<file path="config.mk">
export PLATFORM = sky130hd
export DESIGN_NAME = bzt_timing
export DESIGN_NICKNAME = d
export VERILOG_FILES = /design/src/bzt_pkg.sv /design/src/bzt_decode.sv /design/src/bzt_timing.sv
export SDC_FILE = /design/constraint.sdc
export NUM_CORES = 1
export LEC_CHECK = 0
export BUFFER_PORTS_ARGS = -buffer_cell sky130_fd_sc_hd__clkbuf_2
export CAP_MARGIN = 30
export CORE_ASPECT_RATIO = 0.7
export CORE_MARGIN = 5
export CORE_UTILIZATION = 57
export CTS_BUF_LIST = sky130_fd_sc_hd__clkbuf_8
export DETAILED_ROUTE_END_ITERATION = 8
export HOLD_SLACK_MARGIN = 0.1
export PLACE_DENSITY = 0.86
export SLEW_MARGIN = 20
export SYNTH_ARGS = -nofsm -noshare
export SYNTH_HDL_FRONTEND = slang
export SYNTH_HIERARCHICAL = 1
export SYNTH_SLANG_ARGS = --single-unit
</file>
<file path="constraint.sdc">
create_clock -name sys_clk_i -period 3.1 [get_ports sys_clk_i]
set_clock_uncertainty 0.1 [all_clocks]
set_input_delay 0.31 -clock sys_clk_i [delete_from_list [all_inputs] [get_ports sys_clk_i]]
set_output_delay 0.31 -clock sys_clk_i [all_outputs]
set_load 0.02 [all_outputs]
</file>
<file path="src/bzt_pkg.sv">
package bzt_pkg;
   // register addresses (printed offsets are byte addresses, word aligned)
   localparam logic [16:0] BZT_ZONE0_ADDR = 17'h0F904;
   localparam logic [16:0] BZT_ZONE1_ADDR = 17'h0F906;
   localparam logic [16:0] BZT_IO_ZONE_TIMING_CONFIG_ADDR = 17'h0F908;
   localparam logic [16:0] BZT_BUSCFG_ADDR = 17'h0F90A;
   localparam logic [16:0] BZT_MODCFG_ADDR = 17'h0F90C;
   localparam logic [16:0] BZT_STATUS_ADDR = 17'h0F90E;
   // reset values
   localparam logic [15:0] BZT_ZONE_RESET = 16'h069F;
   localparam logic [15:0] BZT_IO_ZONE_TIMING_CONFIG_RESET = 16'h069F;
   localparam logic [15:0] BZT_BUSCFG_RESET = 16'h0000;
   localparam logic [15:0] BZT_MODCFG_RESET = 16'h0000;
   // zone timing field layout
   localparam int BZT_WAIT_LSB = 0;
   localparam int BZT_HOLD_LSB = 4;
   localparam int BZT_BW_BIT = 7;
   localparam int BZT_POST_IDLE_ENABLE_BIT = 9;
   localparam int BZT_PRELIMINARY_IDLE_ENABLE_BIT = 10;
   localparam int BZT_FRE_BIT = 11;
   localparam logic [15:0] BZT_ZONE_WMASK = 16'h0EB7;
   // loose control bits
   localparam int BZT_EWR_BIT = 0;
   localparam int BZT_ZERO_WAIT_STATE_SELECT_BIT = 0;
   // address windows
   localparam logic [16:0] BZT_FLASH_LO_END = 17'h0BFFF;
   localparam logic [16:0] BZT_FLASH_HI_BEG = 17'h10000;
   localparam logic [16:0] BZT_FLASH_HI_END = 17'h1BFFF;
   localparam logic [16:0] BZT_RAM_BEG = 17'h0C000;
   localparam logic [16:0] BZT_RAM_END = 17'h0CFFF;
   localparam logic [16:0] BZT_EE_BEG = 17'h0F000;
   localparam logic [16:0] BZT_EE_END = 17'h0F27F;
   localparam logic [16:0] BZT_PER_BEG = 17'h0F800;
   localparam logic [16:0] BZT_PER_END = 17'h0FAFF;
   localparam logic [16:0] BZT_PORT_BEG = 17'h0FB00;
   localparam logic [16:0] BZT_PORT_END = 17'h0FB16;
   localparam logic [16:0] BZT_PER2_BEG = 17'h0FC00;
   localparam logic [16:0] BZT_BOOT_BEG = 17'h0E000;
   localparam logic [16:0] BZT_BOOT_END = 17'h0EFFF;
   // fixed cycle counts
   localparam logic [3:0] BZT_PORT_BASE_WAIT = 4'h2;
   localparam logic [3:0] BZT_PER_WAIT = 4'h1;

   typedef enum logic [2:0] {
      BZT_Z_NONE = 3'h0,
      BZT_Z_FLASH = 3'h1,
      BZT_Z_BOOT = 3'h2,
      BZT_Z_RAM = 3'h3,
      BZT_Z_EE = 3'h4,
      BZT_Z_PER = 3'h5,
      BZT_Z_PORT = 3'h6
   } bzt_zone_t;
endpackage

</file>
<file path="src/bzt_decode.sv">
`timescale 1ns/1ps
module bzt_decode
   import bzt_pkg::*;
(
   input wire logic [16:0] addr_i,
   output bzt_zone_t zone_o
);
   always_comb begin
      if (addr_i <= BZT_FLASH_LO_END ||
          (addr_i >= BZT_FLASH_HI_BEG && addr_i <= BZT_FLASH_HI_END)) begin
         zone_o = BZT_Z_FLASH;
      end else if (addr_i >= BZT_RAM_BEG && addr_i <= BZT_RAM_END) begin
         zone_o = BZT_Z_RAM;
      end else if (addr_i >= BZT_BOOT_BEG && addr_i <= BZT_BOOT_END) begin
         zone_o = BZT_Z_BOOT;
      end else if (addr_i >= BZT_EE_BEG && addr_i <= BZT_EE_END) begin
         zone_o = BZT_Z_EE;
      end else if (addr_i >= BZT_PORT_BEG && addr_i <= BZT_PORT_END) begin
         zone_o = BZT_Z_PORT;
      end else if ((addr_i >= BZT_PER_BEG && addr_i <= BZT_PER_END) ||
                   (addr_i >= BZT_PER2_BEG && addr_i < BZT_FLASH_HI_BEG)) begin
         zone_o = BZT_Z_PER;
      end else begin
         zone_o = BZT_Z_NONE;
      end
   end
endmodule

</file>
<file path="src/bzt_timing.sv">
// Chosen here: the address-and-strobe port.
`timescale 1ns/1ps
module bzt_timing
   import bzt_pkg::*;
(
   input wire logic sys_clk_i,
   input wire logic rst_n_i,
   input wire logic clk_en_i,
   // register port
   input wire logic [16:0] reg_addr_i,
   input wire logic [15:0] reg_wdata_i,
   input wire logic reg_wr_i,
   input wire logic reg_rd_i,
   output logic [15:0] reg_rdata_o,
   // cpu bus cycle request
   input wire logic cyc_req_i,
   input wire logic cyc_write_i,
   input wire logic [16:0] cyc_addr_i,
   output logic cyc_ready_o,
   output logic cyc_busy_o,
   // memory side strobes
   output logic mem_strobe_o,
   output logic [2:0] mem_zone_o,
   output logic mem_wide_o
);
   typedef enum logic [5:0] {
      ST_IDLE = 6'b000001,
      ST_PRE = 6'b000010,
      ST_WAIT = 6'b000100,
      ST_HOLD = 6'b001000,
      ST_POST = 6'b010000,
      ST_DONE = 6'b100000
   } bzt_state_t;

   bzt_state_t state_q;
   logic [15:0] zone0_static_timing_config_q;
   logic [15:0] zone1_static_timing_config_q;
   logic [15:0] io_zone_timing_config_q;
   logic [15:0] general_bus_config_q;
   logic [15:0] module_config_q;
   logic [15:0] rdata_d;
   bzt_zone_t zone_new;
   bzt_zone_t prev_zone_q;
   bzt_zone_t cur_zone_q;
   logic prev_valid_q;
   logic post_pending_q;
   logic [3:0] wait_d;
   logic [3:0] wait_q;
   logic [1:0] hold_d;
   logic [1:0] hold_q;
   logic pre_d;
   logic post_d;
   logic post_q;
   logic wide_d;
   logic zone_change;
   logic fast_read;
   logic early_write;
   logic zero_ws;
   logic [15:0] cfg_sel;

   bzt_decode u_decode (
      .addr_i(cyc_addr_i),
      .zone_o(zone_new)
   );

   assign fast_read = zone0_static_timing_config_q[BZT_FRE_BIT];
   assign early_write = general_bus_config_q[BZT_EWR_BIT];
   assign zero_ws = module_config_q[BZT_ZERO_WAIT_STATE_SELECT_BIT];
   assign zone_change = prev_valid_q && (zone_new != prev_zone_q);

   // reserved bits are dropped on write; only the reset value may hold a one there
   always_ff @(posedge sys_clk_i) begin
      if (!rst_n_i) begin
         zone0_static_timing_config_q <= BZT_ZONE_RESET;
         zone1_static_timing_config_q <= BZT_ZONE_RESET;
         io_zone_timing_config_q <= BZT_IO_ZONE_TIMING_CONFIG_RESET;
         general_bus_config_q <= BZT_BUSCFG_RESET;
         module_config_q <= BZT_MODCFG_RESET;
      end else if (clk_en_i && reg_wr_i) begin
         unique case (reg_addr_i)
            BZT_ZONE0_ADDR: begin
               zone0_static_timing_config_q <= reg_wdata_i & BZT_ZONE_WMASK;
            end
            BZT_ZONE1_ADDR: begin
               zone1_static_timing_config_q <= reg_wdata_i & BZT_ZONE_WMASK;
            end
            BZT_IO_ZONE_TIMING_CONFIG_ADDR: begin
               io_zone_timing_config_q <= reg_wdata_i & BZT_ZONE_WMASK;
            end
            BZT_BUSCFG_ADDR: begin
               general_bus_config_q <= {15'h0000, reg_wdata_i[BZT_EWR_BIT]};
            end
            BZT_MODCFG_ADDR: begin
               module_config_q <= {15'h0000, reg_wdata_i[BZT_ZERO_WAIT_STATE_SELECT_BIT]};
            end
            default: begin
            end
         endcase
      end
   end

   always_comb begin
      unique case (reg_addr_i)
         BZT_ZONE0_ADDR: rdata_d = zone0_static_timing_config_q;
         BZT_ZONE1_ADDR: rdata_d = zone1_static_timing_config_q;
         BZT_IO_ZONE_TIMING_CONFIG_ADDR: rdata_d = io_zone_timing_config_q;
         BZT_BUSCFG_ADDR: rdata_d = general_bus_config_q;
         BZT_MODCFG_ADDR: rdata_d = module_config_q;
         BZT_STATUS_ADDR: rdata_d = {10'h000, state_q};
         default: rdata_d = 16'h0000;
      endcase
   end

   // read data stand only in the cycle after the strobe
   always_ff @(posedge sys_clk_i) begin
      if (!rst_n_i) begin
         reg_rdata_o <= 16'h0000;
      end else if (clk_en_i) begin
         reg_rdata_o <= reg_rd_i ? rdata_d : 16'h0000;
      end
   end

   // per-cycle timing from zone and registers
   always_comb begin
      cfg_sel = zone1_static_timing_config_q;
      wait_d = 4'h0;
      hold_d = 2'h0;
      pre_d = 1'b0;
      post_d = 1'b0;
      wide_d = 1'b1;
      unique case (zone_new)
         BZT_Z_FLASH: begin
            cfg_sel = zone0_static_timing_config_q;
            if (fast_read) begin
               wait_d = cyc_write_i ? 4'h1 : 4'h0;
            end else begin
               wait_d = {1'b0, cfg_sel[BZT_WAIT_LSB +: 3]} + 4'h1;
               if (cyc_write_i && early_write) begin
                  wait_d = wait_d + 4'h1;
               end
               hold_d = cfg_sel[BZT_HOLD_LSB +: 2];
            end
         end
         BZT_Z_BOOT: begin
            if (!fast_read) begin
               wait_d = {1'b0, cfg_sel[BZT_WAIT_LSB +: 3]} + 4'h1;
               hold_d = cfg_sel[BZT_HOLD_LSB +: 2];
            end
         end
         BZT_Z_RAM: begin
            wait_d = 4'h0;
         end
         BZT_Z_EE: begin
            wait_d = zero_ws ? 4'h0 : 4'h1;
         end
         BZT_Z_PER: begin
            // the forced idle counts as the first of the two cycles
            pre_d = 1'b1;
         end
         BZT_Z_PORT: begin
            cfg_sel = io_zone_timing_config_q;
            wait_d = BZT_PORT_BASE_WAIT + {1'b0, cfg_sel[BZT_WAIT_LSB +: 3]};
            if (cyc_write_i && early_write) begin
               wait_d = wait_d + 4'h1;
            end
            hold_d = cfg_sel[BZT_HOLD_LSB +: 2];
         end
         BZT_Z_NONE: begin
            wait_d = 4'h0;
         end
      endcase
      wide_d = cfg_sel[BZT_BW_BIT];
      if (zone_new == BZT_Z_FLASH || zone_new == BZT_Z_BOOT) begin
         pre_d = cfg_sel[BZT_PRELIMINARY_IDLE_ENABLE_BIT] && zone_change;
         post_d = cfg_sel[BZT_POST_IDLE_ENABLE_BIT];
      end else if (zone_new == BZT_Z_PER) begin
         pre_d = 1'b1;
         post_d = 1'b0;
      end
   end

   // cycle sequencer
   always_ff @(posedge sys_clk_i) begin
      if (!rst_n_i) begin
         state_q <= ST_IDLE;
         wait_q <= 4'h0;
         hold_q <= 2'h0;
         post_q <= 1'b0;
         cur_zone_q <= BZT_Z_NONE;
         mem_wide_o <= 1'b1;
      end else if (clk_en_i) begin
         unique case (state_q)
            ST_IDLE: begin
               if (cyc_req_i) begin
                  wait_q <= wait_d;
                  hold_q <= hold_d;
                  post_q <= post_d;
                  cur_zone_q <= zone_new;
                  mem_wide_o <= wide_d;
                  if (post_pending_q && zone_change) begin
                     state_q <= ST_POST;
                  end else if (pre_d) begin
                     state_q <= ST_PRE;
                  end else if (wait_d != 4'h0) begin
                     state_q <= ST_WAIT;
                  end else if (hold_d != 2'h0) begin
                     state_q <= ST_HOLD;
                  end else begin
                     state_q <= ST_DONE;
                  end
               end
            end
            // both idle kinds cost one cycle; status tells them apart
            ST_PRE, ST_POST: begin
               if (wait_q != 4'h0) begin
                  state_q <= ST_WAIT;
               end else if (hold_q != 2'h0) begin
                  state_q <= ST_HOLD;
               end else begin
                  state_q <= ST_DONE;
               end
            end
            ST_WAIT: begin
               wait_q <= wait_q - 4'h1;
               if (wait_q == 4'h1) begin
                  state_q <= (hold_q != 2'h0) ? ST_HOLD : ST_DONE;
               end
            end
            ST_HOLD: begin
               hold_q <= hold_q - 2'h1;
               if (hold_q == 2'h1) begin
                  state_q <= ST_DONE;
               end
            end
            ST_DONE: begin
               state_q <= ST_IDLE;
            end
            default: begin
               state_q <= ST_IDLE;
            end
         endcase
      end
   end

   // zone history for idle insertion
   always_ff @(posedge sys_clk_i) begin
      if (!rst_n_i) begin
         prev_zone_q <= BZT_Z_NONE;
         prev_valid_q <= 1'b0;
         post_pending_q <= 1'b0;
      end else if (clk_en_i && state_q == ST_DONE) begin
         prev_zone_q <= cur_zone_q;
         prev_valid_q <= 1'b1;
         post_pending_q <= post_q;
      end
   end

   // one cycle is the final data cycle; single-cycle accesses finish in it
   assign cyc_ready_o = (state_q == ST_DONE);
   assign cyc_busy_o = (state_q != ST_IDLE);
   assign mem_strobe_o = (state_q == ST_WAIT) || (state_q == ST_DONE);
   assign mem_zone_o = cur_zone_q;
endmodule

</file>
==> metrics list <==
- Run status: finished, final reports clean
- Input and output buffers added on the ports amount to 66.
* Buffer cell driving the clock tree root: clkbuf_8
- Cell Chain, Critical Path: clkbuf_2, nand3_1, o221ai_1, a2111o_1, nand2_1, and3b_1, o21ai_0, o211ai_1, or4_1, or3b_2, a21oi_1
- Final Cycle Share: between 90 and 100%
* Most frequent cell after synthesis: dfxtp_1
* Boundary pin count: 80
- Max stage delay on crit path: ~580 ps
* Cell types with the highest counts after synthesis: 64 x dfxtp_1, 48 x nand2_1, 40 x mux2i_1, 40 x nor2_1, 35 x a21oi_1
- Post-Layout Inst Area: around 0.0043 mm²
- Antenna violations before repair: 0
- Final net count: 579
* Detailed placer's ending HPWL: about 7.3 mm
- Bufs on Longest Clock Path: 2
- Data required time at the worst endpoint: 3280 ps
* Proportion of layout cells with a drive suffix above 1: between 20 and 25%
- Total track usage: approximately a quarter
* Post-route insts no fill: slightly below 600
- Maximum level of the CTS H-tree: 3
- Measured against its own limit, the worst slew margin works out to 57.1%.
* Number of maximum-capacitance constraint violations: 0
* Yosys warns: 6
* TritonCTS clock tree: done
- The repair_antennas step left the layout with diodes totalling 0.
- Clock insertion delay at the later pin of the skew report: ~350 ps
- Final number of hold-violating endpoints: 0
* Leakage power: 0.00189 µW
- Counting flops and latches in the post-synthesis netlist gives between 60 and 70.
- For this configuration, the core starts out at a cell density of 59.3%.
- Core region area: 0.00631 mm²
- RSZ-0062 raised after global routing: no
- WP data arrival: 3070 ps
* Final Max Tran Viols: 0
- The number of different library cells used by synthesis comes to 69.
* Top cells by area in the synthesized netlist: dfxtp_1 34%, mux2i_1 11%, nand2_1 4.8%
- The number of clock buffers added by TritonCTS is 9.
- A synthesized cell averages roughly 8.4 µm².
- Type of the worst min-delay path: input port to flop
- The share of synthesized area in the top cell type comes to 34.2%.
- Using the TritonRoute via totals, the vias-per-cell ratio works out to between 6 and 7.
- The critical path is of the input port to flop type.
- Cells after Synth: between 400 and 500
* Initial drt markers: between 200 and 300
- The first global-routing pass estimated ~16 mm of wire.
- For this run the aggregate overflow at the end of global routing stands at 0.
- Worst IR Drop VDD: ~0.00030 V
- Post-layout min period: roughly 2900 ps
- Clock-pin slew was measured on the worst setup and hold paths at 70 ps.
- Horizontal extent of the die: ~110 µm
- Based on the critical path, the design can be clocked at up to 346 MHz.
* Post-layout util: between 60% and 70%
* Vias in the first global route: roughly 3500
- The die is roughly 80 µm tall.
* Largest net degree at the start of global routing: 32
* First-pass DRT Iterations: 5
- Cell area after technology mapping: around 0.0037 mm²
- Detailed routing inserted a total of approximately 3600 vias.
* Total cell area at the placement stage: a little over 0.004 mm²
- For the pin with the worst max-slew slack, the measured transition is between 600 and 700 ps.
* Number of placed cells counting well taps: 577
- WL/cell: ~16 µm
* Number of cell rows: 24
- Gpl congestion: 0.921
- CP max-delay cell: or4_1
- The most used flip-flop cell after synthesis is dfxtp_1.
- The synthesized design spends more area on one cell type than any other, namely dfxtp_1.
- Final routed wirelength across all metal layers: between 9 and 10 mm
- Crit end category: flop
- Fraction of registers with async set or reset after synthesis: 0%
- In this run, synthesis inferred 0 flip-flops with an integrated enable.
* Setup crit start kind: input port
- Die footprint: approximately 0.0083 mm²
- In the routed design, unresolved DRC markers number 0.
- Dividing total power by cell area gives a power density of approximately 440 mW/mm².
- Along the worst path, the maximum fanout reaches 9.
- Final ANT Viol Nets: 0
- Portion of the post-synthesis area used by sequential elements: around 34%
- The clock net in this run drives a total of 64 sinks.
- Relative to the synthesized area, the layout overhead comes to 16.2%.
- Setup violations remaining at the end of the flow were counted as 0.
-- final cells by class --
| type | count | area (µm²) |
|---|---|---|
| clock buffers | 9 | 124 |
| clock inverters | 7 | 103 |
| fillers | 513 | 1960 |
| inverters | 19 | 71.3 |
| multi-input cells | 340 | 2250 |
| flip-flops and latches | 64 | 1280 |
| well taps | 78 | 97.6 |
| repair buffers | 78 | 425 |
-- worst max-delay path, delay by kind of cell --
| family | cells | cell delay, ps |
|---|---|---|
| AND/OR/NAND/NOR | 5 | 1810 |
| AO/OA/AOI/OAI | 5 | 810 |
| buffers and inverters | 1 | 130 |
-- final timing paths --
| path | from | endpoint | slack [ps] | depth (start not counted) |
|---|---|---|---|---|
| max | cyc_addr_i[12] | state_q[5]$_SDFFE_PN0P_ | 210 | 11 |
| min | reg_wdata_i[1] | io_zone_timing_config_q[1]$_SDFFE_PN1P_ | 120 | 3 |
| max reg2reg | io_zone_timing_config_q[1]$_SDFFE_PN1P_ | state_q[5]$_SDFFE_PN0P_ | 360 | 8 |
| min reg2reg | io_zone_timing_config_q[3]$_SDFFE_PN1P_ | io_zone_timing_config_q[3]$_SDFFE_PN1P_ | 350 | 2 |
-- placed cells by master, fill, tap and decap left out, types with 10 or more instances in the layout --
cell      Yosys  layout
a21oi_1      35      35
buf_4         8      10
clkbuf_2      0      66
dfxtp_1      64      64
ha_1         10      10
inv_1        17      17
mux2i_1      40      40
nand2_1      48      48
nor2_1       40      40
o21ai_0      24      24
-- per-layer routing --
layer / global-route usage (%) / up-vias / part of all wire (%)
li1: - / 1723 / -
met4: 6.90 / 0 / 1.6
met1: 31.4 / 1711 / 43
met3: 5.72 / 27 / 7.5
met5: 0 / - / 0
met2: 39.4 / 141 / 48
-- power by group --
part	internal [µW]	leakage [µW]	switching (µW)	total [µW]
Sequential	832	0.000518	11.4	844
Combinational	89.1	0.00126	137	226
Clock	462	0.000111	375	837
Total	1380	0.00189	523	1910
-- registers in the layout (all words and copies together) (netlist names), 2 cells and up --
| signal | cells |
|---|---|
| mem_zone_o | 3 |
| zone0_static_timing_config_q | 10 |
| reg_rdata_o | 10 |
| zone1_static_timing_config_q | 10 |
| wait_q | 4 |
| hold_q | 2 |
| io_zone_timing_config_q | 10 |
| state_q | 6 |
| prev_zone_q | 3 |
-- cell families after synthesis --
| logic type | count (synthesis) | synth area share [%] |
|---|---|---|
| muxes | 44 | 11.9 |
| xor gates and xnor gates | 9 | 2.11 |
| and+or+nand+nor | 167 | 24.3 |
| adders and majority gates | 10 | 3.34 |
| DFF | 64 | 34.2 |
| AOI/OAI and AO/OA | 104 | 17.6 |
| buffers and inverters | 45 | 6.39 |
| other | 1 | 0.100 |
-- repair_timing --
item	CTS	global route
setup buffers	0	0
setup endpoints to repair	0	1
hold endpoints to repair	2	0
hold buffers	2	0
resized for setup	0	1
-- per-stage QoR --
step	power (µW)	TNS, ps	hold slack, ps	worst slack, ps
6_report	1910	0	116	206
5_1_grt	1980	0	121	45.7
4_1_cts	1910	0	114	223
3_5_place_dp	1080	-208	334	-116
3_3_place_gp	1070	0	331	15.0
2_1_floorplan	1010	0	323	339
No activity file was read; power rests on OpenSTA's default activity.
